[config.mk]
export PLATFORM = sky130hd
export DESIGN_NAME = adtc_top
export DESIGN_NICKNAME = d
export VERILOG_FILES = /design/src/hw/adtc_pkg.sv /design/src/hw/adtc_trig_if.sv /design/src/hw/adtc_clk_div.sv /design/src/hw/adtc_top.sv /design/src/hw/adtc_trig_reg.sv
export VERILOG_INCLUDE_DIRS = /design/src /design/src/hw
export SDC_FILE = /design/constraint.sdc
export NUM_CORES = 1
export LEC_CHECK = 0
export BUFFER_PORTS_ARGS = -buffer_cell sky130_fd_sc_hd__buf_2
export CAP_MARGIN = 20
export CORE_ASPECT_RATIO = 0.75
export CORE_MARGIN = 1.5
export CORE_UTILIZATION = 51
export CTS_BUF_LIST = sky130_fd_sc_hd__clkbuf_2 sky130_fd_sc_hd__clkbuf_4 sky130_fd_sc_hd__clkbuf_8
export DETAILED_ROUTE_END_ITERATION = 6
export PLACE_DENSITY = 0.78
export SLEW_MARGIN = 0
export SYNTH_ARGS = -nofsm -noshare
export SYNTH_HDL_FRONTEND = slang
export SYNTH_SLANG_ARGS = --single-unit
[constraint.sdc]
create_clock -name clk -period 1.1 [get_ports clk]
set_input_delay 0.165 -clock clk [delete_from_list [all_inputs] [get_ports clk]]
set_output_delay 0.165 -clock clk [all_outputs]
set_load 0.02 [all_outputs]
[src/hw/adtc_defines.svh]
/*
 * Offsets, field positions, reset values and cycle counts of the
 * converter timing and trigger control.
 * Assumes inclusion by bare name from every file that uses it.
 */
`ifndef ADTC_DEFINES_SVH
`define ADTC_DEFINES_SVH

`define ADTC_TRIG_CFG_ADDR 20'hfff32
`define ADTC_TRIG_CFG_RESET 8'h00
`define ADTC_TRIG_CFG_MASK 8'he3
`define ADTC_TMODE_HI 7
`define ADTC_TMODE_LO 6
`define ADTC_ONE_SHOT 5
`define ADTC_TSRC_HI 1
`define ADTC_TSRC_LO 0

`define ADTC_CONV_MODE1 5'h13
`define ADTC_SAMP_MODE1 5'h07
`define ADTC_CONV_MODE2 5'h11
`define ADTC_SAMP_MODE2 5'h05
`define ADTC_RES8_SHORTEN 5'h02
`define ADTC_STAB_NORMAL 5'h08
`define ADTC_STAB_LOWV 5'h02
`define ADTC_WAIT_START 8'h01
`define ADTC_SCAN_LAST 2'h3

`endif

[src/hw/adtc_pkg.sv]
/*
 * Types shared by the converter timing and trigger control.
 * Assumes nothing of its surroundings.
 */
package adtc_pkg;

   typedef enum logic [5:0] {
      ADTC_ST_IDLE = 6'h01,
      ADTC_ST_START = 6'h02,
      ADTC_ST_STAB = 6'h04,
      ADTC_ST_SAMPLE = 6'h08,
      ADTC_ST_CONV = 6'h10,
      ADTC_ST_WAIT_TRIG = 6'h20
   } adtc_state_t;

   typedef enum logic [1:0] {
      ADTC_NORMAL1 = 2'h0,
      ADTC_NORMAL2 = 2'h1,
      ADTC_LOWV1 = 2'h2,
      ADTC_LOWV2 = 2'h3
   } adtc_timing_t;

   typedef enum logic [1:0] {
      ADTC_SRC_TIMER = 2'h0,
      ADTC_SRC_NONE = 2'h1,
      ADTC_SRC_CALENDAR = 2'h2,
      ADTC_SRC_INTERVAL = 2'h3
   } adtc_src_t;

endpackage : adtc_pkg

[src/hw/adtc_trig_if.sv]
/*
 * Trigger configuration fields passed from the register to the core.
 * Assumes one producer (register) and one consumer (core).
 */
interface adtc_trig_if;
   logic [1:0] trigger_mode_sel;
   logic one_shot_sel;
   adtc_pkg::adtc_src_t trigger_source_sel;

   modport regs (
      output trigger_mode_sel,
      output one_shot_sel,
      output trigger_source_sel
   );
   modport core (
      input trigger_mode_sel,
      input one_shot_sel,
      input trigger_source_sel
   );
endinterface : adtc_trig_if

[src/hw/adtc_clk_div.sv]
/*
 * Conversion clock divider: one-cycle enable every ratio system clocks.
 * Assumes a synchronised active-low reset and ratio of 2 or more.
 */
module adtc_clk_div #(
   parameter int CW = 7
) (
   // clock and reset
   input wire logic clk,
   input wire logic rst_n,
   // control
   input wire logic restart,
   input wire logic [CW-1:0] ratio,
   // conversion clock enable
   output logic tick
);
   import adtc_pkg::*;

   logic [CW-1:0] cnt_ff;
   logic [CW-1:0] nxt_cnt;
   logic last;

   // restart aligns the first tick a full period after the start delay
   assign last = (cnt_ff == ratio - CW'(1));
   assign tick = last && !restart;

   always_comb begin
      if (restart || last) begin
         nxt_cnt = '0;
      end else begin
         nxt_cnt = cnt_ff + CW'(1);
      end
   end

   always_ff @(posedge clk or negedge rst_n) begin
      if (!rst_n) begin
         cnt_ff <= '0;
      end else begin
         cnt_ff <= nxt_cnt;
      end
   end

endmodule : adtc_clk_div

[src/hw/adtc_top.sv]
/*
 * Converter timing and trigger control: divider, trigger selection,
 * start delay, stabilisation wait, sampling and conversion phases.
 * Assumes mode bits come from logic on clk and the hardware trigger
 * sources are one-cycle pulses on clk; rstn may be asynchronous.
 */
// What this block does
// - conversion clock is system clock divided by 64,32,16,8,6,5,4,2 per select
// - modes: normal1/2, low-voltage1/2; mode1 19 cycles/7 sampling, mode2 17/5
// - hardware wait mode inserts 8 (normal) or 2 (low-voltage) stabilisation ticks
// - wait mode total equals divider ratio times stabilisation plus conversion
// - eight-bit resolution shortens each conversion by two conversion clocks
// - first conversion after a start gets the conversion start delay
// - later sequential or scan 1-3 conversions skip start delay and wait
// - software mode starts on run write or channel rewrite; done pulses
// - trigger config: mode 7:6, one-shot 5, source 1:0, bits 4:2 zero
// - trigger config accepts single-bit and whole-byte writes
// - reset clears trigger config to zero, software trigger mode
// - mode 0x software, 10 hardware no-wait, 11 hardware with wait
// - run and enable: 00 stop, 01 standby, 11 converting, 10 prohibited
// - trigger source: 00 timer, 10 calendar, 11 interval, 01 prohibited
`include "adtc_defines.svh"

module adtc_top (
   // clock and reset
   input wire logic clk,
   input wire logic rstn,
   // cpu register port
   input wire logic [19:0] reg_addr,
   input wire logic reg_wr,
   input wire logic reg_bit_wr,
   input wire logic [2:0] reg_bit_idx,
   input wire logic [7:0] reg_wdata,
   input wire logic reg_rd,
   output logic [7:0] reg_rdata,
   // mode bits held elsewhere
   input wire logic [2:0] clock_divider_sel,
   input wire adtc_pkg::adtc_timing_t timing_mode_sel,
   input wire logic comparator_enable,
   input wire logic scan_mode,
   input wire logic res_8bit,
   // run bit and channel register writes
   input wire logic run_wr_one,
   input wire logic run_wr_zero,
   input wire logic channel_select_reg_wr,
   // hardware trigger sources
   input wire logic timer_channel_irq,
   input wire logic calendar_irq,
   input wire logic interval_timer_irq,
   // status
   output logic conversion_run,
   output logic conversion_done_irq,
   output logic sampling,
   output logic [1:0] scan_channel
);
   import adtc_pkg::*;

   logic rst_meta_ff;
   logic rst_n;
   adtc_trig_if trig ();
   adtc_state_t st_ff, nxt_st;
   logic [7:0] cnt_ff, nxt_cnt;
   logic run_ff, nxt_run;
   logic done_ff, nxt_done;
   logic samp_ff, nxt_samp;
   logic [1:0] chan_ff, nxt_chan;
   logic [6:0] ratio;
   logic [4:0] conv_len, samp_len, stab_len;
   logic fad_tick, div_restart, hw_mode, hw_wait, trig_hit;
   logic last_conv;

   // reset release through two flops; assertion is immediate
   always_ff @(posedge clk or negedge rstn) begin
      if (!rstn) begin
         rst_meta_ff <= 1'b0;
         rst_n <= 1'b0;
      end else begin
         rst_meta_ff <= 1'b1;
         rst_n <= rst_meta_ff;
      end
   end

   adtc_trig_reg u_reg (
      .clk(clk),
      .rst_n(rst_n),
      .reg_addr(reg_addr),
      .reg_wr(reg_wr),
      .reg_bit_wr(reg_bit_wr),
      .reg_bit_idx(reg_bit_idx),
      .reg_wdata(reg_wdata),
      .reg_rd(reg_rd),
      .reg_rdata(reg_rdata),
      .cfg(trig.regs)
   );

   always_comb begin
      case (clock_divider_sel)
         3'h0: ratio = 7'h40;
         3'h1: ratio = 7'h20;
         3'h2: ratio = 7'h10;
         3'h3: ratio = 7'h08;
         3'h4: ratio = 7'h06;
         3'h5: ratio = 7'h05;
         3'h6: ratio = 7'h04;
         default: ratio = 7'h02;
      endcase
   end

   adtc_clk_div #(.CW(7)) u_div (
      .clk(clk),
      .rst_n(rst_n),
      .restart(div_restart),
      .ratio(ratio),
      .tick(fad_tick)
   );

   // mode 2 codes have bit 0 set, low-voltage codes bit 1
   assign samp_len = timing_mode_sel[0] ? `ADTC_SAMP_MODE2 :
                     `ADTC_SAMP_MODE1;
   assign conv_len = (timing_mode_sel[0] ? `ADTC_CONV_MODE2 :
                     `ADTC_CONV_MODE1) -
                     (res_8bit ? `ADTC_RES8_SHORTEN : 5'h00);
   assign stab_len = timing_mode_sel[1] ? `ADTC_STAB_LOWV :
                     `ADTC_STAB_NORMAL;

   assign hw_mode = trig.trigger_mode_sel[1];
   assign hw_wait = (trig.trigger_mode_sel == 2'h3);

   always_comb begin
      case (trig.trigger_source_sel)
         ADTC_SRC_TIMER: trig_hit = timer_channel_irq;
         ADTC_SRC_CALENDAR: trig_hit = calendar_irq;
         ADTC_SRC_INTERVAL: trig_hit = interval_timer_irq;
         default: trig_hit = 1'b0;
      endcase
   end

   assign last_conv = trig.one_shot_sel &&
                      (!scan_mode || chan_ff == `ADTC_SCAN_LAST);

   always_comb begin
      nxt_st = st_ff;
      nxt_cnt = cnt_ff;
      nxt_run = run_ff;
      nxt_chan = chan_ff;
      nxt_done = 1'b0;
      div_restart = 1'b0;
      if (run_wr_zero || !comparator_enable) begin
         // stopped or standby: nothing converts without the comparator
         nxt_st = ADTC_ST_IDLE;
         nxt_run = 1'b0;
         nxt_chan = 2'h0;
      end else if (!hw_mode && run_ff && channel_select_reg_wr) begin
         nxt_st = ADTC_ST_START;
         nxt_cnt = {1'b0, ratio - 7'h01};
         nxt_chan = 2'h0;
      end else begin
         case (st_ff)
            ADTC_ST_IDLE: begin
               nxt_chan = 2'h0;
               if (!hw_mode && run_wr_one) begin
                  nxt_run = 1'b1;
                  nxt_st = ADTC_ST_START;
                  nxt_cnt = {1'b0, ratio - 7'h01};
               end else if (hw_mode && !hw_wait && run_wr_one) begin
                  nxt_run = 1'b1;
                  nxt_st = ADTC_ST_WAIT_TRIG;
               end else if (hw_wait && trig_hit) begin
                  // run is set by the trigger itself in wait mode
                  nxt_run = 1'b1;
                  nxt_st = ADTC_ST_START;
                  nxt_cnt = `ADTC_WAIT_START;
               end
            end
            ADTC_ST_WAIT_TRIG: begin
               if (trig_hit) begin
                  nxt_st = ADTC_ST_START;
                  nxt_cnt = {1'b0, ratio - 7'h01};
               end
            end
            ADTC_ST_START: begin
               if (cnt_ff <= 8'h01) begin
                  div_restart = 1'b1;
                  nxt_cnt = 8'h00;
                  nxt_st = hw_wait ? ADTC_ST_STAB : ADTC_ST_SAMPLE;
               end else begin
                  nxt_cnt = cnt_ff - 8'h01;
               end
            end
            ADTC_ST_STAB: begin
               if (fad_tick) begin
                  if (cnt_ff == {3'h0, stab_len - 5'h01}) begin
                     nxt_st = ADTC_ST_SAMPLE;
                     nxt_cnt = 8'h00;
                  end else begin
                     nxt_cnt = cnt_ff + 8'h01;
                  end
               end
            end
            ADTC_ST_SAMPLE: begin
               if (fad_tick) begin
                  nxt_cnt = cnt_ff + 8'h01;
                  if (cnt_ff == {3'h0, samp_len - 5'h01}) begin
                     nxt_st = ADTC_ST_CONV;
                  end
               end
            end
            ADTC_ST_CONV: begin
               if (fad_tick) begin
                  nxt_cnt = cnt_ff + 8'h01;
                  if (cnt_ff == {3'h0, conv_len - 5'h01}) begin
                     nxt_done = 1'b1;
                     nxt_cnt = 8'h00;
                     nxt_chan = scan_mode ? chan_ff + 2'h1 : 2'h0;
                     if (!last_conv) begin
                        nxt_st = ADTC_ST_SAMPLE;
                     end else if (hw_mode && !hw_wait) begin
                        // no-wait one-shot keeps run set for next trigger
                        nxt_st = ADTC_ST_WAIT_TRIG;
                     end else begin
                        nxt_st = ADTC_ST_IDLE;
                        nxt_run = 1'b0;
                     end
                  end
               end
            end
            default: begin
               nxt_st = ADTC_ST_IDLE;
               nxt_run = 1'b0;
            end
         endcase
      end
      nxt_samp = (nxt_st == ADTC_ST_SAMPLE);
   end

   always_ff @(posedge clk or negedge rst_n) begin
      if (!rst_n) begin
         st_ff <= ADTC_ST_IDLE;
         cnt_ff <= 8'h00;
         run_ff <= 1'b0;
         done_ff <= 1'b0;
         samp_ff <= 1'b0;
         chan_ff <= 2'h0;
      end else begin
         st_ff <= nxt_st;
         cnt_ff <= nxt_cnt;
         run_ff <= nxt_run;
         done_ff <= nxt_done;
         samp_ff <= nxt_samp;
         chan_ff <= nxt_chan;
      end
   end

   assign conversion_run = run_ff;
   assign conversion_done_irq = done_ff;
   assign sampling = samp_ff;
   assign scan_channel = chan_ff;

   // helper counters read only by the checks below
   logic [6:0] gap_ff, nxt_gap;
   logic [4:0] ph_ff, nxt_ph, tot_ff, nxt_tot;

   always_comb begin
      nxt_gap = (fad_tick || div_restart) ? 7'h00 : gap_ff + 7'h01;
      nxt_ph = (nxt_st != st_ff) ? 5'h00 : ph_ff + {4'h0, fad_tick};
      if (nxt_st == ADTC_ST_SAMPLE && st_ff != ADTC_ST_SAMPLE
          && st_ff != ADTC_ST_CONV) begin
         nxt_tot = 5'h00;
      end else if (done_ff) begin
         // hold the total through the done cycle, then start afresh
         nxt_tot = 5'h00;
      end else if (st_ff == ADTC_ST_SAMPLE || st_ff == ADTC_ST_CONV) begin
         nxt_tot = tot_ff + {4'h0, fad_tick};
      end else begin
         nxt_tot = tot_ff;
      end
   end

   always_ff @(posedge clk or negedge rst_n) begin
      if (!rst_n) begin
         gap_ff <= 7'h00;
         ph_ff <= 5'h00;
         tot_ff <= 5'h00;
      end else begin
         gap_ff <= nxt_gap;
         ph_ff <= nxt_ph;
         tot_ff <= nxt_tot;
      end
   end
endmodule : adtc_top

[src/hw/adtc_trig_reg.sv]
/*
 * Trigger configuration register with bit and byte writes.
 * Assumes the CPU register port is synchronous to clk.
 */
`include "adtc_defines.svh"

module adtc_trig_reg (
   // clock and reset
   input wire logic clk,
   input wire logic rst_n,
   // cpu register port
   input wire logic [19:0] reg_addr,
   input wire logic reg_wr,
   input wire logic reg_bit_wr,
   input wire logic [2:0] reg_bit_idx,
   input wire logic [7:0] reg_wdata,
   input wire logic reg_rd,
   output logic [7:0] reg_rdata,
   // fields to the core
   adtc_trig_if.regs cfg
);
   import adtc_pkg::*;

   logic [7:0] cfg_ff;
   logic [7:0] nxt_cfg;
   logic [7:0] rdata_ff;
   logic [7:0] nxt_rdata;
   logic hit;

   assign hit = (reg_addr == `ADTC_TRIG_CFG_ADDR);

   always_comb begin
      nxt_cfg = cfg_ff;
      if (hit && reg_wr) begin
         nxt_cfg = reg_wdata & `ADTC_TRIG_CFG_MASK;
      end else if (hit && reg_bit_wr) begin
         nxt_cfg[reg_bit_idx] = reg_wdata[0];
         nxt_cfg = nxt_cfg & `ADTC_TRIG_CFG_MASK;
      end
      nxt_rdata = (hit && reg_rd) ? cfg_ff : 8'h00;
   end

   always_ff @(posedge clk or negedge rst_n) begin
      if (!rst_n) begin
         cfg_ff <= `ADTC_TRIG_CFG_RESET;
         rdata_ff <= 8'h00;
      end else begin
         cfg_ff <= nxt_cfg;
         rdata_ff <= nxt_rdata;
      end
   end

   assign reg_rdata = rdata_ff;
   assign cfg.trigger_mode_sel = cfg_ff[`ADTC_TMODE_HI:`ADTC_TMODE_LO];
   assign cfg.one_shot_sel = cfg_ff[`ADTC_ONE_SHOT];
   assign cfg.trigger_source_sel =
      adtc_src_t'(cfg_ff[`ADTC_TSRC_HI:`ADTC_TSRC_LO]);
endmodule : adtc_trig_reg
==> Yosys cells after proc, flatten, opt, wreduce, memory -nomap -nowiden <==
Index checks and enable logic that the tools add are counted.
{ "totals": {"reg_bits": 44, "input_bits": 50, "out_inout_bits": 13, "wordCells": 157} }
{ "op_classes": {"n_addsub": 9, "magnitude_cmp": 3, "n_eq_ne": 37, "muxes": 67, "bitwise_logic": 1, "n_reduce_logical": 29} }
{ "op_table": {"columns": ["operator", "count"], "rows": [
  ["$mux 8", 14],
  ["$mux 6", 15],
  ["$pmux 7 s7", 1],
  ["$pmux 8 s6", 1],
  ["$pmux 6 s6", 1],
  ["$eq 8x5->1", 3],
  ["$ne 3x3->1 const B", 8],
  ["$eq 20x20->1 const B", 1],
  ["$mux 1", 19],
  ["$mux 2", 8],
  ["$ne 4x4->1 const B", 4],
  ["$eq 6x4->1 const B", 2],
  ["$logic_and 1x1->1", 12],
  ["$eq 3x3->1 const B", 3],
  ["$add 8x1->8 const B", 1],
  ["$bwmux 8", 1],
  ["$eq 2x2->1 const B", 4],
  ["$le 8x1->1 const B", 1],
  ["$mux 4", 2],
  ["$reduce_and 8->1", 1],
  ["$sub 8x1->8 const B", 1],
  ["$add 7x1->7 const B", 1],
  ["$eq 7x7->1", 1],
  ["$mux 7", 1],
  ["other kinds (32)", 40]
]} }

==> Depth between registers and ports, before layout <==
Gate-level depths: netlist (run 1).
{ "logic_depth": {"depth_word": 12, "depth_mapped": 13, "mapped_depth_nobuf": 10} }

==> Hierarchy <==
From an unflattened synthesis (run 1), not the netlist that was laid out.
{ "unflattened": {"cells_unflattened": 363, "area_unflattened_um2": 3175.5} }
{ "modules_own_cells": {"columns": ["module", "n_inst", "cells_each", "area_each_um2"], "rows": [
  ["adtc_top", 1, 256, 2049.5],
  ["adtc_trig_reg", 1, 55, 599.3],
  ["adtc_clk_div", 1, 52, 526.8]
]} }

==> Least setup slack after synthesis (run 1) <==
OpenSTA, ideal clock, no wires.
{ "synth_timing": {"path_type": "input to register", "from": "input port clock_divider_sel[1]", "to": "register chan_ff[0], in the netlist scan_channel[0]", "arrival_ns": 2.605, "required_time_ns": 1.022, "path_slack_ns": -1.582, "cell_stages": 11, "path_cell_list": "buf_2 nand3b_1 ha_1 clkbuf_1 or3_1 o211ai_1 o211ai_1 a211o_1 nand3b_1 or3_1 a21oi_1"} }
{ "synth_between": {"elab_chain_cells": 7, "elab_cells_between_ends": 13} }
{ "synth_rtl": {"columns": ["element", "line_no", "text"], "rows": [
  ["from (decl)", "adtc_top.sv:37", "input wire logic [2:0] clock_divider_sel,"],
  ["$eq 3x3->1, or another cell as far along", "adtc_top.sv:97", "case (clock_divider_sel)"],
  ["$pmux 7 s7 (*)", "adtc_top.sv:97", null],
  ["$sub 7x1->7 (*)", "adtc_clk_div.sv:24", "assign last = (cnt_ff == ratio - CW'(1));"],
  ["$eq 7x7->1 (*)", "adtc_clk_div.sv:24", null],
  ["$logic_and 1x1->1 (*)", "adtc_clk_div.sv:25", "assign tick = last && !restart;"],
  ["$ne 4x4->1 (no line) (*)", null, null],
  ["$reduce_and 3->1 (no line) (*)", null, null],
  ["to (signal assigned)", "adtc_top.sv:250", "chan_ff <= nxt_chan;"],
  ["to (decl)", "adtc_top.sv:66", "logic [1:0] chan_ff, nxt_chan;"]
]} }
Every way passes the cells marked *; elsewhere a longest branch is shown, timed or not.
A chain may end at the register's enable or synchronous reset.

==> Worst setup path after layout (run 1) <==
{ "layout_timing": {"from": "register cnt_ff[1]", "to": "register cnt_ff[1]"} }
{ "layout_between": {"elab_chain_cells": 9, "elab_cells_between_ends": 23} }
{ "layout_rtl": {"columns": ["element", "line_no", "text"], "rows": [
  ["from (decl)", "adtc_top.sv:62", "logic [7:0] cnt_ff, nxt_cnt;"],
  ["from (signal assigned)", "adtc_top.sv:246", "cnt_ff <= nxt_cnt;"],
  ["$le 8x1->1", "adtc_top.sv:182", "if (cnt_ff <= 8'h01) begin"],
  ["$mux 1", "adtc_top.sv:182", null],
  ["$mux 1", "adtc_top.sv:158", "case (st_ff)"],
  ["$mux 1", "adtc_top.sv:153", "end else if (!hw_mode && run_ff && channel_select_reg_wr) begin"],
  ["$mux 1", "adtc_top.sv:148", "if (run_wr_zero || !comparator_enable) begin"],
  ["$logic_not 1->1", "adtc_clk_div.sv:25", null],
  ["$logic_and 1x1->1", "adtc_clk_div.sv:25", null],
  ["$ne 3x3->1 (no line)", null, null],
  ["$reduce_and 8->1 (no line)", null, null]
]} }
Parallel ways exist; a longest one is shown, timed or not. The select of a mux whose other input is x is not followed.

==> results.md, run 1 <==
- Total Power: 6.08 mW
- # IOs: 63
- RR Endpoint: cnt_ff[1]
- Worst r2r src: cnt_ff[1]
- Clock Sinks: 38
- Post-synth EDFFs: 0
- Static leakage: 2.27 nW
- Ys async rst share: 100%
- Worst min path class: in -> reg
- Share of the synthesized area in the top cell type: 31.3%
- Routed len/inst: 19.8 um
- Clk root buf: clkbuf_8
- GRT Overall Usage: 35.1%
- Skew final: 0.00191 ns
- Antenna violations before repair: 0
- Vias in the first global route: 3,436
- DP Worst Slack: -1.45 ns
- Min Hold Slack: 0.126 ns
- Startpoint Class: flop
- Hold path start: reg_wdata[7]
- Crit Path Category: reg -> reg
- Violated checks: negative setup slack
- Core area: 5470 sq um
- Worst-path fanout max: 6
- Die height: 69.0 um
- Global-route wire length before repair: 16.8 mm
- Vias per Instance: 6.13
- CP Capture Type: flop
- PwrDens: 1260 nW/um^2
- RSZ-0062 raised after global routing: yes
- Synth Warn #: 0
- Mapped Area: 2960 sq um
- Distinct cells, synth: 65
- CP arrival: 2.56 ns
- Slew headroom: 68.4%
- Initial DRC count: 482
- Post-DP HPWL: 7.40 mm
- Leading area contributor after synthesis: dfrtp_1
- Worst-margin pin slew: 0.463 ns
- Gpl congestion: 1.03
- Starting density of the core: 54.1%
- WP data required: 1.29 ns
- Total vias in the final route: 3,733
- Total Wirelength: 12.0 mm
- Nets: 590
- Die width: 91.0 um
- R2R cell count: 9
- DRC Markers: 0
- H-tree levels: 2
- #FFs+latches synth: 38
- Main synth FF type: dfrtp_1
- Final Hold Fails: 0
- Die area: 6270 sq um
- Max Slew Vio Count: 0
- Syn Area/Cell: 8.24 sq um
- Sequential share of the synthesized area: 32.2%
- Antenna Nets Post-Route: 0
- Top post-synthesis cells by area: dfrtp_1 31%, nor2_1 5.2%, nand2_1 3.6%
- Port bufs: 56
- Peak supply drop: 1.52 mV
- Maximum clock insertion buffer count: 2
- Layout area overhead: 63.1%
- Crit share post-route: 215%
- WHS Endpoint: u_reg.cfg_ff[7]
- Final setup vio count: 39
- Max Clk Rate: 422 MHz
- Max_cap viols: 0
- Number of diodes: 0
- Hold path cells: 3
- Final worst path period need: 2.37 ns
- Status: finished, violations left
- Most frequent cells after synthesis: 41 x nor2_1, 37 x dfrtp_1, 28 x nand2_1
- Largest net degree at the start of global routing: 27
- Worst Setup Slack, final: -1.27 ns
- CTS tree: built
- Pre-antenna DRT Iters: 5
- Total gr overflow: 0
- Num CTS Buffers: 5
- Synthesized instance count: 359
- Flop2flop setup slack: -1.27 ns
- Share of cells above drive strength 1: 47.4%
- Clk Latency, worst-skew pair: 0.30 ns
- Std cell rows: 23
- Count leader, synth: nor2_1
- CTS clk-pin slew, worst paths: 0.08 ns
-- worst max-delay path, cell delays in order, from the launching register on --
cell and delay [ns]:
dfrtp_1 0.43, inv_1 0.12, ha_1 0.23, nor2_1 0.09, or4_4 0.52, nor3_4 0.16
nor3_2 0.08, a21oi_4 0.15, or2_4 0.17, mux2_4 0.30
-- cell usage in the layout (no fill, tap or decap), types with 5 or more instances in the layout --
master and count:
nand4_1 6, nor3_2 5, and3_1 14, o31ai_1 6, nand3b_1 6, o32ai_1 5, dfrtp_1 34, o21ai_1 8
ha_1 6, a21oi_1 15, nor3_1 5, a31oi_1 5, nand2_1 25, xnor2_1 9, o21ai_0 8, nand3_1 16
clkbuf_8 5, nor2b_1 7, buf_6 20, buf_4 116, inv_1 6, buf_2 48, nor2_1 37, xor2_1 7
-- routing by layer --
| metal | up-vias | share of wire, % | track usage [%] |
|---|---|---|---|
| met3 | 42 | 8.7 | 7.79 |
| met5 | - | 0 | 0 |
| met2 | 220 | 48 | 59.9 |
| met1 | 1798 | 40 | 45.2 |
| li1 | 1673 | - | - |
| met4 | 0 | 3.2 | 10.9 |
-- flip-flops by register name (all words and copies together) (netlist names) --
signal               cells
cnt_ff                   8
scan_channel             2
rst_n                    1
u_div.cnt_ff             7
conversion_run           1
st_ff                    6
rst_meta_ff              1
u_reg.cfg_ff             5
sampling                 1
u_reg.reg_rdata          5
conversion_done_irq      1
-- where the power goes --
part / switching, mW / internal [mW] / total [mW]
combinational: 1.37 / 1.43 / 2.80
clock: 0.559 / 0.909 / 1.47
sequential: 0.231 / 1.58 / 1.81
total: 2.16 / 3.92 / 6.08
-- area by class of cell --
cell class	instances	area [sq um]
clock inverters	3	68.8
clock buffers	5	68.8
well taps	75	93.8
fillers	270	641
repair buffers	187	1380
flip-flops and latches	38	956
inverters	6	22.5
multi-input cells	295	2240
-- kinds of logic after synthesis --
family / synth area share, %
AO/OA/AOI/OAI: 19.5
adder cells (fa/ha/maj): 2.96
XOR/XNOR: 5.03
multiplexers: 2.11
flip-flops: 32.2
AND/OR/NAND/NOR: 33.4
other: 0.254
buffers and inverters: 4.57
-- stage by stage --
stage                     utilization, %  cells  setup TNS [ns]  instance area [sq um]
after CTS                           84.4    604          -27.66                   4610
final                               88.3    609          -30.13                   4830
after floorplan                        -    361          -33.01                   3050
after detailed placement            76.1    585          -37.07                   4160
after global placement              76.1    585          -35.18                   4160
after global routing                88.3    609          -32.97                   4830
-- worst max-delay path by stage --
| stage | from | end | slack (ns) | cells past startpoint |
|---|---|---|---|---|
| after floorplan | cnt_ff[5] | cnt_ff[1] | -1.46 | 9 |
| after global placement | clock_divider_sel[1] | cnt_ff[5] | -1.39 | 12 |
| after detailed placement | clock_divider_sel[1] | cnt_ff[5] | -1.45 | 12 |
| after CTS | cnt_ff[5] | cnt_ff[1] | -1.23 | 7 |
| after global routing | cnt_ff[1] | cnt_ff[1] | -1.34 | 9 |
| final | cnt_ff[1] | cnt_ff[1] | -1.27 | 9 |
-- what timing repair did --
item,CTS,global route
resized for setup,54,32
pin swaps,19,9
hold buffers,1,0
buffers inserted,11,6
gates cloned,0,0
endpoints found under the hold margin,2,0
setup endpoints to repair,39,39
No activity file was read; power rests on OpenSTA's default activity.
==> run 2, diff against run 1 <==
- CELL_PAD_IN_SITES_DETAIL_PLACEMENT: default -> 1
- CELL_PAD_IN_SITES_GLOBAL_PLACEMENT: default -> 2
- CORE_MARGIN: 1.5 -> 5
- CORE_UTILIZATION: 51 -> 30
- PLACE_DENSITY: 0.78 -> default
- PLACE_DENSITY_LB_ADDON: default -> 0.1
==> results.md, run 2 (synthesis results as in run 1) <==
- Crit Path Category: reg -> reg (unchanged)
- Design area: 5020 sq um (was 4830 sq um)
- Skew final: 0.00735 ns (was 0.00191 ns)
- CP Capture Type: flop (unchanged)
- Routed len/inst: 17.2 um (was 19.8 um)
- CTS clk-pin slew, worst paths: 0.08 ns (about the same)
- Clk root buf: clkbuf_8 (unchanged)
- Total Power: 5.72 mW (was 6.08 mW)
- Total Wirelength: 11.8 mm (was 12.0 mm)
- Worst Setup Slack, final: -1.35 ns (was -1.27 ns)
- Num CTS Buffers: 5 (unchanged)
- CTS tree: built (unchanged)
- Worst-path fanout max: 2 (was 6)
- Most frequent cells in the layout: 126 x buf_4, 48 x buf_2, 38 x nor2_1 (was 116 x buf_4, 48 x buf_2, 37 x nor2_1)
- Setup_tns: -32.83 ns (was -30.13 ns)
- Startpoint Class: flop (unchanged)
- Crit share post-route: 223% (was 215%)
- CP arrival: 2.64 ns (was 2.56 ns)
- Die area: 12,000 sq um (was 6270 sq um)
- Final Hold Fails: 0 (unchanged)
- Core area: 9660 sq um (was 5470 sq um)
- Vias in the first global route: 3,703 (was 3,436)
- Met3 Routed Length: 365 um (was 1.05 mm)
- Placed Cells: 649 (was 585)
- Starting density of the core: 30.6% (was 54.1%)
- Pre-antenna DRT Iters: 4 (was 5)
- Static leakage: 2.35 nW (was 2.27 nW)
- Clock Sinks: 38 (unchanged)
- Met1 wire length: 6.12 mm (was 4.80 mm)
- Post-Layout Cell Count: 684 (was 609)
- Die height: 96.0 um (was 69.0 um)
- Vias per Instance: 5.16 (was 6.13)
- Max FFs per register: 8 (unchanged)
- Violated checks: negative setup slack (unchanged)
- RSZ-0062 raised after global routing: yes (unchanged)
- DR top layer: met4 (unchanged)
- Std cell rows: 31 (was 23)
- Most common cell after layout, fill and taps aside: buf_4 (unchanged)
- Final worst path period need: 2.45 ns (was 2.37 ns)
- Top flop regs: cnt_ff: 8 flops, u_div.cnt_ff: 7 flops, st_ff: 6 flops (unchanged)
- Maximum clock insertion buffer count: 2 (unchanged)
- Die width: 125 um (was 91.0 um)
- GRT Overall Usage: 19.8% (was 35.1%)
- Layout area overhead: 69.8% (was 63.1%)
- Worst min path class: in -> reg (unchanged)
- Port bufs: 56 (unchanged)
- Routed wl met2: 5.21 mm (was 5.81 mm)
- Most flops, register: cnt_ff (unchanged)
- Largest net degree at the start of global routing: 14 (was 27)
- Cell area after placement: 4300 sq um (was 4160 sq um)
- Antenna Nets Post-Route: 0 (unchanged)
- PwrDens: 1140 nW/um^2 (was 1260 nW/um^2)
- H-tree levels: 2 (unchanged)
- Global-route wire length before repair: 19.0 mm (was 16.8 mm)
- Final setup vio count: 38 (was 39)
- # IOs: 63 (unchanged)
- Total gr overflow: 0 (unchanged)
- Antenna violations before repair: 0 (unchanged)
- Max Slew Vio Count: 0 (unchanged)
- Max_cap viols: 0 (unchanged)
- Max Clk Rate: 408 MHz (was 422 MHz)
- Fillers: 1,142 (was 270)
- DRC Markers: 0 (unchanged)
- Clk Latency, worst-skew pair: 0.30 ns (about the same)
- Status: finished, violations left (unchanged)
- Peak supply drop: 0.870 mV (was 1.52 mV)
- Share of cells above drive strength 1: 48.7% (was 47.4%)
- WP data required: 1.28 ns (was 1.29 ns)
- Total vias in the final route: 3,532 (was 3,733)
- Gpl congestion: 0.907 (was 1.03)
- Nets: 608 (was 590)
- Number of diodes: 0 (unchanged)
- Post-DP HPWL: 9.11 mm (was 7.40 mm)
- Initial DRC count: 129 (was 482)
[run 2: cell count changes in the layout (fill, tap and decap cells not counted), moves of 3 or more]
cell / change
buf_6: +6
and3_1: -4
and3_4: +4
buf_4: +10
nor3_1: +3
[run 2: path summary, 6_finish.rpt]
path                              start               to  slack [ns]  cells past startpoint
max                           cnt_ff[5]         st_ff[5]       -1.35                     11
min                        reg_wdata[5]  u_reg.cfg_ff[5]        0.12                      3
max reg2reg                   cnt_ff[5]         st_ff[5]       -1.35                     11
min reg2reg                       rst_n  u_reg.cfg_ff[5]        0.18                      0
max in group asynchronous         rst_n         st_ff[5]        0.53                      1
min in group asynchronous          rstn            rst_n        0.17                      2
[run 2: cell type report]
class / count / area (sq um) / area share [%]
clock inverter: 1 / 5.00 / 0.0996
tap: 132 / 165 / 3.29
sequential: 38 / 953 / 19.0
clock buffer: 7 / 90.1 / 1.79
multi-input combinational: 295 / 2220 / 44.3
timing repair buffer: 205 / 1560 / 31.1
inverter: 6 / 22.5 / 0.448
[run 2: metal layers]
layer  track usage, %  up-vias
met3             3.05        6
met2             31.9       50
met1             28.8     1759
met5                0        -
met4             3.01        0
li1                 -     1717
[run 2: timing repair]
item | 4_1_cts | 5_1_grt
pin swaps | 24 | 22
endpoints found under the setup margin | 39 | 39
hold buffers | 1 | 0
hold endpoints to repair | 2 | 0
setup buffers | 22 | 11
gates resized for setup | 66 | 30
[run 2: worst max-delay path, stage by stage (launching register included)]
cell	delay, ns
dfrtp_1	0.39
or4_4	0.56
buf_12	0.15
buf_4	0.14
nor4_4	0.22
buf_4	0.18
nand3_4	0.07
nand3b_1	0.15
buf_4	0.13
buf_4	0.09
nor3_1	0.03
o31a_1	0.23
[run 2: metrics by stage]
stage | hold slack [ns] | utilization [%] | worst slack (ns)
2_1_floorplan | -0.131 | - | -1.46
3_3_place_gp | -0.0506 | 44.5 | -1.40
3_5_place_dp | -0.0496 | 44.5 | -1.54
4_1_cts | 0.122 | 50.3 | -1.29
5_1_grt | 0.126 | 52.0 | -1.40
6_report | 0.121 | 52.0 | -1.35
[run 2: power breakdown]
part           switching [mW]  internal [mW]  leakage [nW]
registers               0.217           1.58         0.501
clock network           0.518          0.531        0.0517
logic                    1.32           1.55          1.80
total                    2.06           3.66          2.35
==> run 3, diff against run 2 <==
- CORE_UTILIZATION: 30 -> 31
- SYNTH_HIERARCHICAL: default -> 1
==> results.md, run 3 <==
- Status: finished, violations left (unchanged)
- Violated checks: negative setup slack (unchanged)
- Top post-synthesis cells by area: dfrtp_1 29%, nand2_1 3.5%, nand3_1 3.3% (was dfrtp_1 31%, nor2_1 5.2%, nand2_1 3.6%)
- GRT Overall Usage: 20.2% (was 19.8%)
- Area of the multi-input gates: 2380 sq um (was 2220 sq um)
- Post-DP HPWL: 9.98 mm (was 9.11 mm)
- H-tree levels: 2 (unchanged)
- Static leakage: 2.43 nW (was 2.35 nW)
- DP Worst Slack: -2.23 ns (was -1.54 ns)
- CTS tree: built (unchanged)
- Max Slew Vio Count: 0 (unchanged)
- Post-synth EDFFs: 0 (unchanged)
- Ys async rst share: 100% (unchanged)
- Sequential cell area: 953 sq um (unchanged)
- Most frequent cells after synthesis: 37 x dfrtp_1, 30 x nand2_1, 27 x nor2_1 (was 41 x nor2_1, 37 x dfrtp_1, 28 x nand2_1)
- Final setup vio count: 34 (was 38)
- Gpl congestion: 0.856 (was 0.907)
- Clk Latency, worst-skew pair: 0.31 ns (was 0.30 ns)
- RSZ-0062 raised after global routing: yes (unchanged)
- Worst r2r src: st_ff[3] (was cnt_ff[5])
- Share of the synthesized area in the top cell type: 29.2% (was 31.3%)
- Maximum clock insertion buffer count: 2 (unchanged)
- Vias in the first global route: 3,891 (was 3,703)
- Routed len/inst: 17.5 um (was 17.2 um)
- Post-Layout Cell Count: 707 (was 684)
- Total gr overflow: 0 (unchanged)
- Max Clk Rate: 357 MHz (was 408 MHz)
- Core area: 10,100 sq um (was 9660 sq um)
- Crit share post-route: 254% (was 223%)
- Die area: 12,400 sq um (was 12,000 sq um)
- CP Capture Type: flop (unchanged)
- # IOs: 63 (unchanged)
- Pre-antenna DRT Iters: 4 (unchanged)
- Main synth FF type: dfrtp_1 (unchanged)
- Peak supply drop: 1.06 mV (was 0.870 mV)
- Most flops, register: cnt_ff (unchanged)
- End of the critical path: cnt_ff[4] (was st_ff[5])
- Fillers: 1,209 (was 1,142)
- Sequential share of the synthesized area: 30.0% (was 32.2%)
- Total vias in the final route: 3,672 (was 3,532)
- Crit Path Category: in -> reg (was reg -> reg)
- Worst Setup Slack, final: -1.70 ns (was -1.35 ns)
- CTS clk-pin slew, worst paths: 0.08 ns (about the same)
- Layout area overhead: 66.3% (was 69.8%)
- Largest net degree at the start of global routing: 15 (was 14)
- Antenna violations before repair: 0 (unchanged)
- Flop2flop setup slack: -1.62 ns (was -1.35 ns)
- Port bufs: 56 (unchanged)
- Global-route wire length before repair: 20.2 mm (was 19.0 mm)
- Max FFs per register: 8 (unchanged)
- Share of cells above drive strength 1: 52.7% (was 48.7%)
- Clk root buf: clkbuf_8 (unchanged)
- Skew final: 0.0107 ns (was 0.00735 ns)
- Std cell rows: 32 (was 31)
- Worst min path class: in -> reg (unchanged)
- R2R cell count: 8 (was 11)
- Total Wirelength: 12.4 mm (was 11.8 mm)
- #FFs+latches synth: 38 (unchanged)
- Final Hold Fails: 0 (unchanged)
- Total Power: 6.40 mW (was 5.72 mW)
- Clock Sinks: 38 (unchanged)
- Nets: 628 (was 608)
- Number of diodes: 0 (unchanged)
- RR Endpoint: cnt_ff[2] (was st_ff[5])
- Worst setup startpoint: clock_divider_sel[0] (was cnt_ff[5])
- Max_cap viols: 0 (unchanged)
- Final worst path period need: 2.80 ns (was 2.45 ns)
- Synth Warn #: 6 (was 0)
- Vias per Instance: 5.19 (was 5.16)
- CP arrival: 2.99 ns (was 2.64 ns)
- Starting density of the core: 31.3% (was 30.6%)
- Placed Cells: 681 (was 649)
- Antenna Nets Post-Route: 0 (unchanged)
- Mapped Area: 3180 sq um (was 2960 sq um)
- PwrDens: 1210 nW/um^2 (was 1140 nW/um^2)
- Distinct cells, synth: 79 (was 65)
- Top flop regs: cnt_ff: 8 flops, u_div/cnt_ff: 7 flops, st_ff: 6 flops (was cnt_ff: 8 flops, u_div.cnt_ff: 7 flops, st_ff: 6 flops)
- Die height: 97.7 um (was 96.0 um)
- Worst-path fanout max: 7 (was 2)
- Leading area contributor after synthesis: dfrtp_1 (unchanged)
- Syn Area/Cell: 8.75 sq um (was 8.24 sq um)
- Startpoint Class: input pin (was flop)
- DRC Markers: 0 (unchanged)
- Num CTS Buffers: 5 (unchanged)
- WP data required: 1.30 ns (was 1.28 ns)
- Most common cell after layout, fill and taps aside: buf_4 (unchanged)
- Most frequent cells in the layout: 142 x buf_4, 49 x buf_2, 36 x dfrtp_1 (was 126 x buf_4, 48 x buf_2, 38 x nor2_1)
- Initial DRC count: 123 (was 129)
- Synthesized instance count: 363 (was 359)
- Die width: 127 um (was 125 um)
- Count leader, synth: dfrtp_1 (was nor2_1)
==> run 3: changes by cell type after synthesis, moves of 6 or more <==
cell	delta
o22ai_1	+6
o21ai_0	-6
a211oi_1	+6
nor2_1	-14
nor3_1	+7
clkbuf_1	-7
and3_1	-8
and2_1	+6
==> run 3: logic make-up (layout without fill, tap and decap cells) <==
group           Yosys count  in the layout  synth area share (%)
buf+inv                  28            234                  4.85
other cells               2              4                 0.236
flops                    38             38                  30.0
mux                       6              6                  2.13
compound gates           97             97                  24.4
xor+xnor                 19             19                  5.24
simple gates            165            165                  30.0
fa+ha+maj                 8              8                  3.15
==> run 3: cell type report <==
class	count	area share, %
Clock inverter	2	1.14
Tap cell	136	3.22
Sequential cell	38	18.1
Inverter	11	0.782
Multi-Input combinational cell	299	45.0
Timing Repair Buffer	215	30.2
Clock buffer	6	1.56
==> run 3: worst min path at each step <==
stage,start,end,depth (start not counted)
6_report,reg_wdata[6],u_reg/cfg_ff[6],3
5_1_grt,reg_wdata[6],u_reg/cfg_ff[6],3
4_1_cts,reg_wdata[6],u_reg/cfg_ff[6],3
3_5_place_dp,rstn,rst_meta_ff,1
3_3_place_gp,rstn,rst_meta_ff,1
2_1_floorplan,rstn,rst_meta_ff,0
==> run 3: timing repair <==
item                                    in CTS  in global routing
hold endpoints to repair                     2                  0
endpoints found under the setup margin      34                 34
buffers inserted                            16                  4
hold buffers                                 1                  0
pin swaps                                   12                 11
resized for setup                           55                 16
cloned                                       0                  0
==> run 3: power breakdown <==
part           total (mW)  switching [mW]  internal [mW]
Sequential           1.76           0.170           1.59
Clock                1.53           0.557          0.968
Combinational        3.12            1.44           1.67
==> run 3: routing by layer <==
layer	vias up	share of wire, %	track usage (%)
met5	-	0	0
met4	0	0.72	2.97
met3	7	3.5	3.24
met2	66	46	32.1
met1	1821	49	29.2
li1	1778	-	-
==> run 3: critical path, stage by stage <==
cell and delay [ns]:
buf_8 0.10, and2_4 0.15, o21a_1 0.19, inv_1 0.06, ha_2 0.18, or3b_4 0.38
or4_4 0.44, a22oi_4 0.20, and3b_2 0.25, o41ai_4 0.08, a2111oi_4 0.28, buf_6 0.19
o22ai_2 0.09, a22o_2 0.24
==> run 3: per-stage QoR <==
step | instance area [sq um] | utilization, % | TNS [ns] | hold WS (ns)
final | 5280 | 52.1 | -41.66 | 0.107
after floorplan | 3280 | - | -44.38 | -0.131
after CTS | 5170 | 51.0 | -39.93 | 0.120
after detailed placement | 4680 | 46.2 | -50.24 | -0.0464
after global routing | 5280 | 52.1 | -43.74 | 0.105
after global placement | 4680 | 46.2 | -47.75 | -0.0460
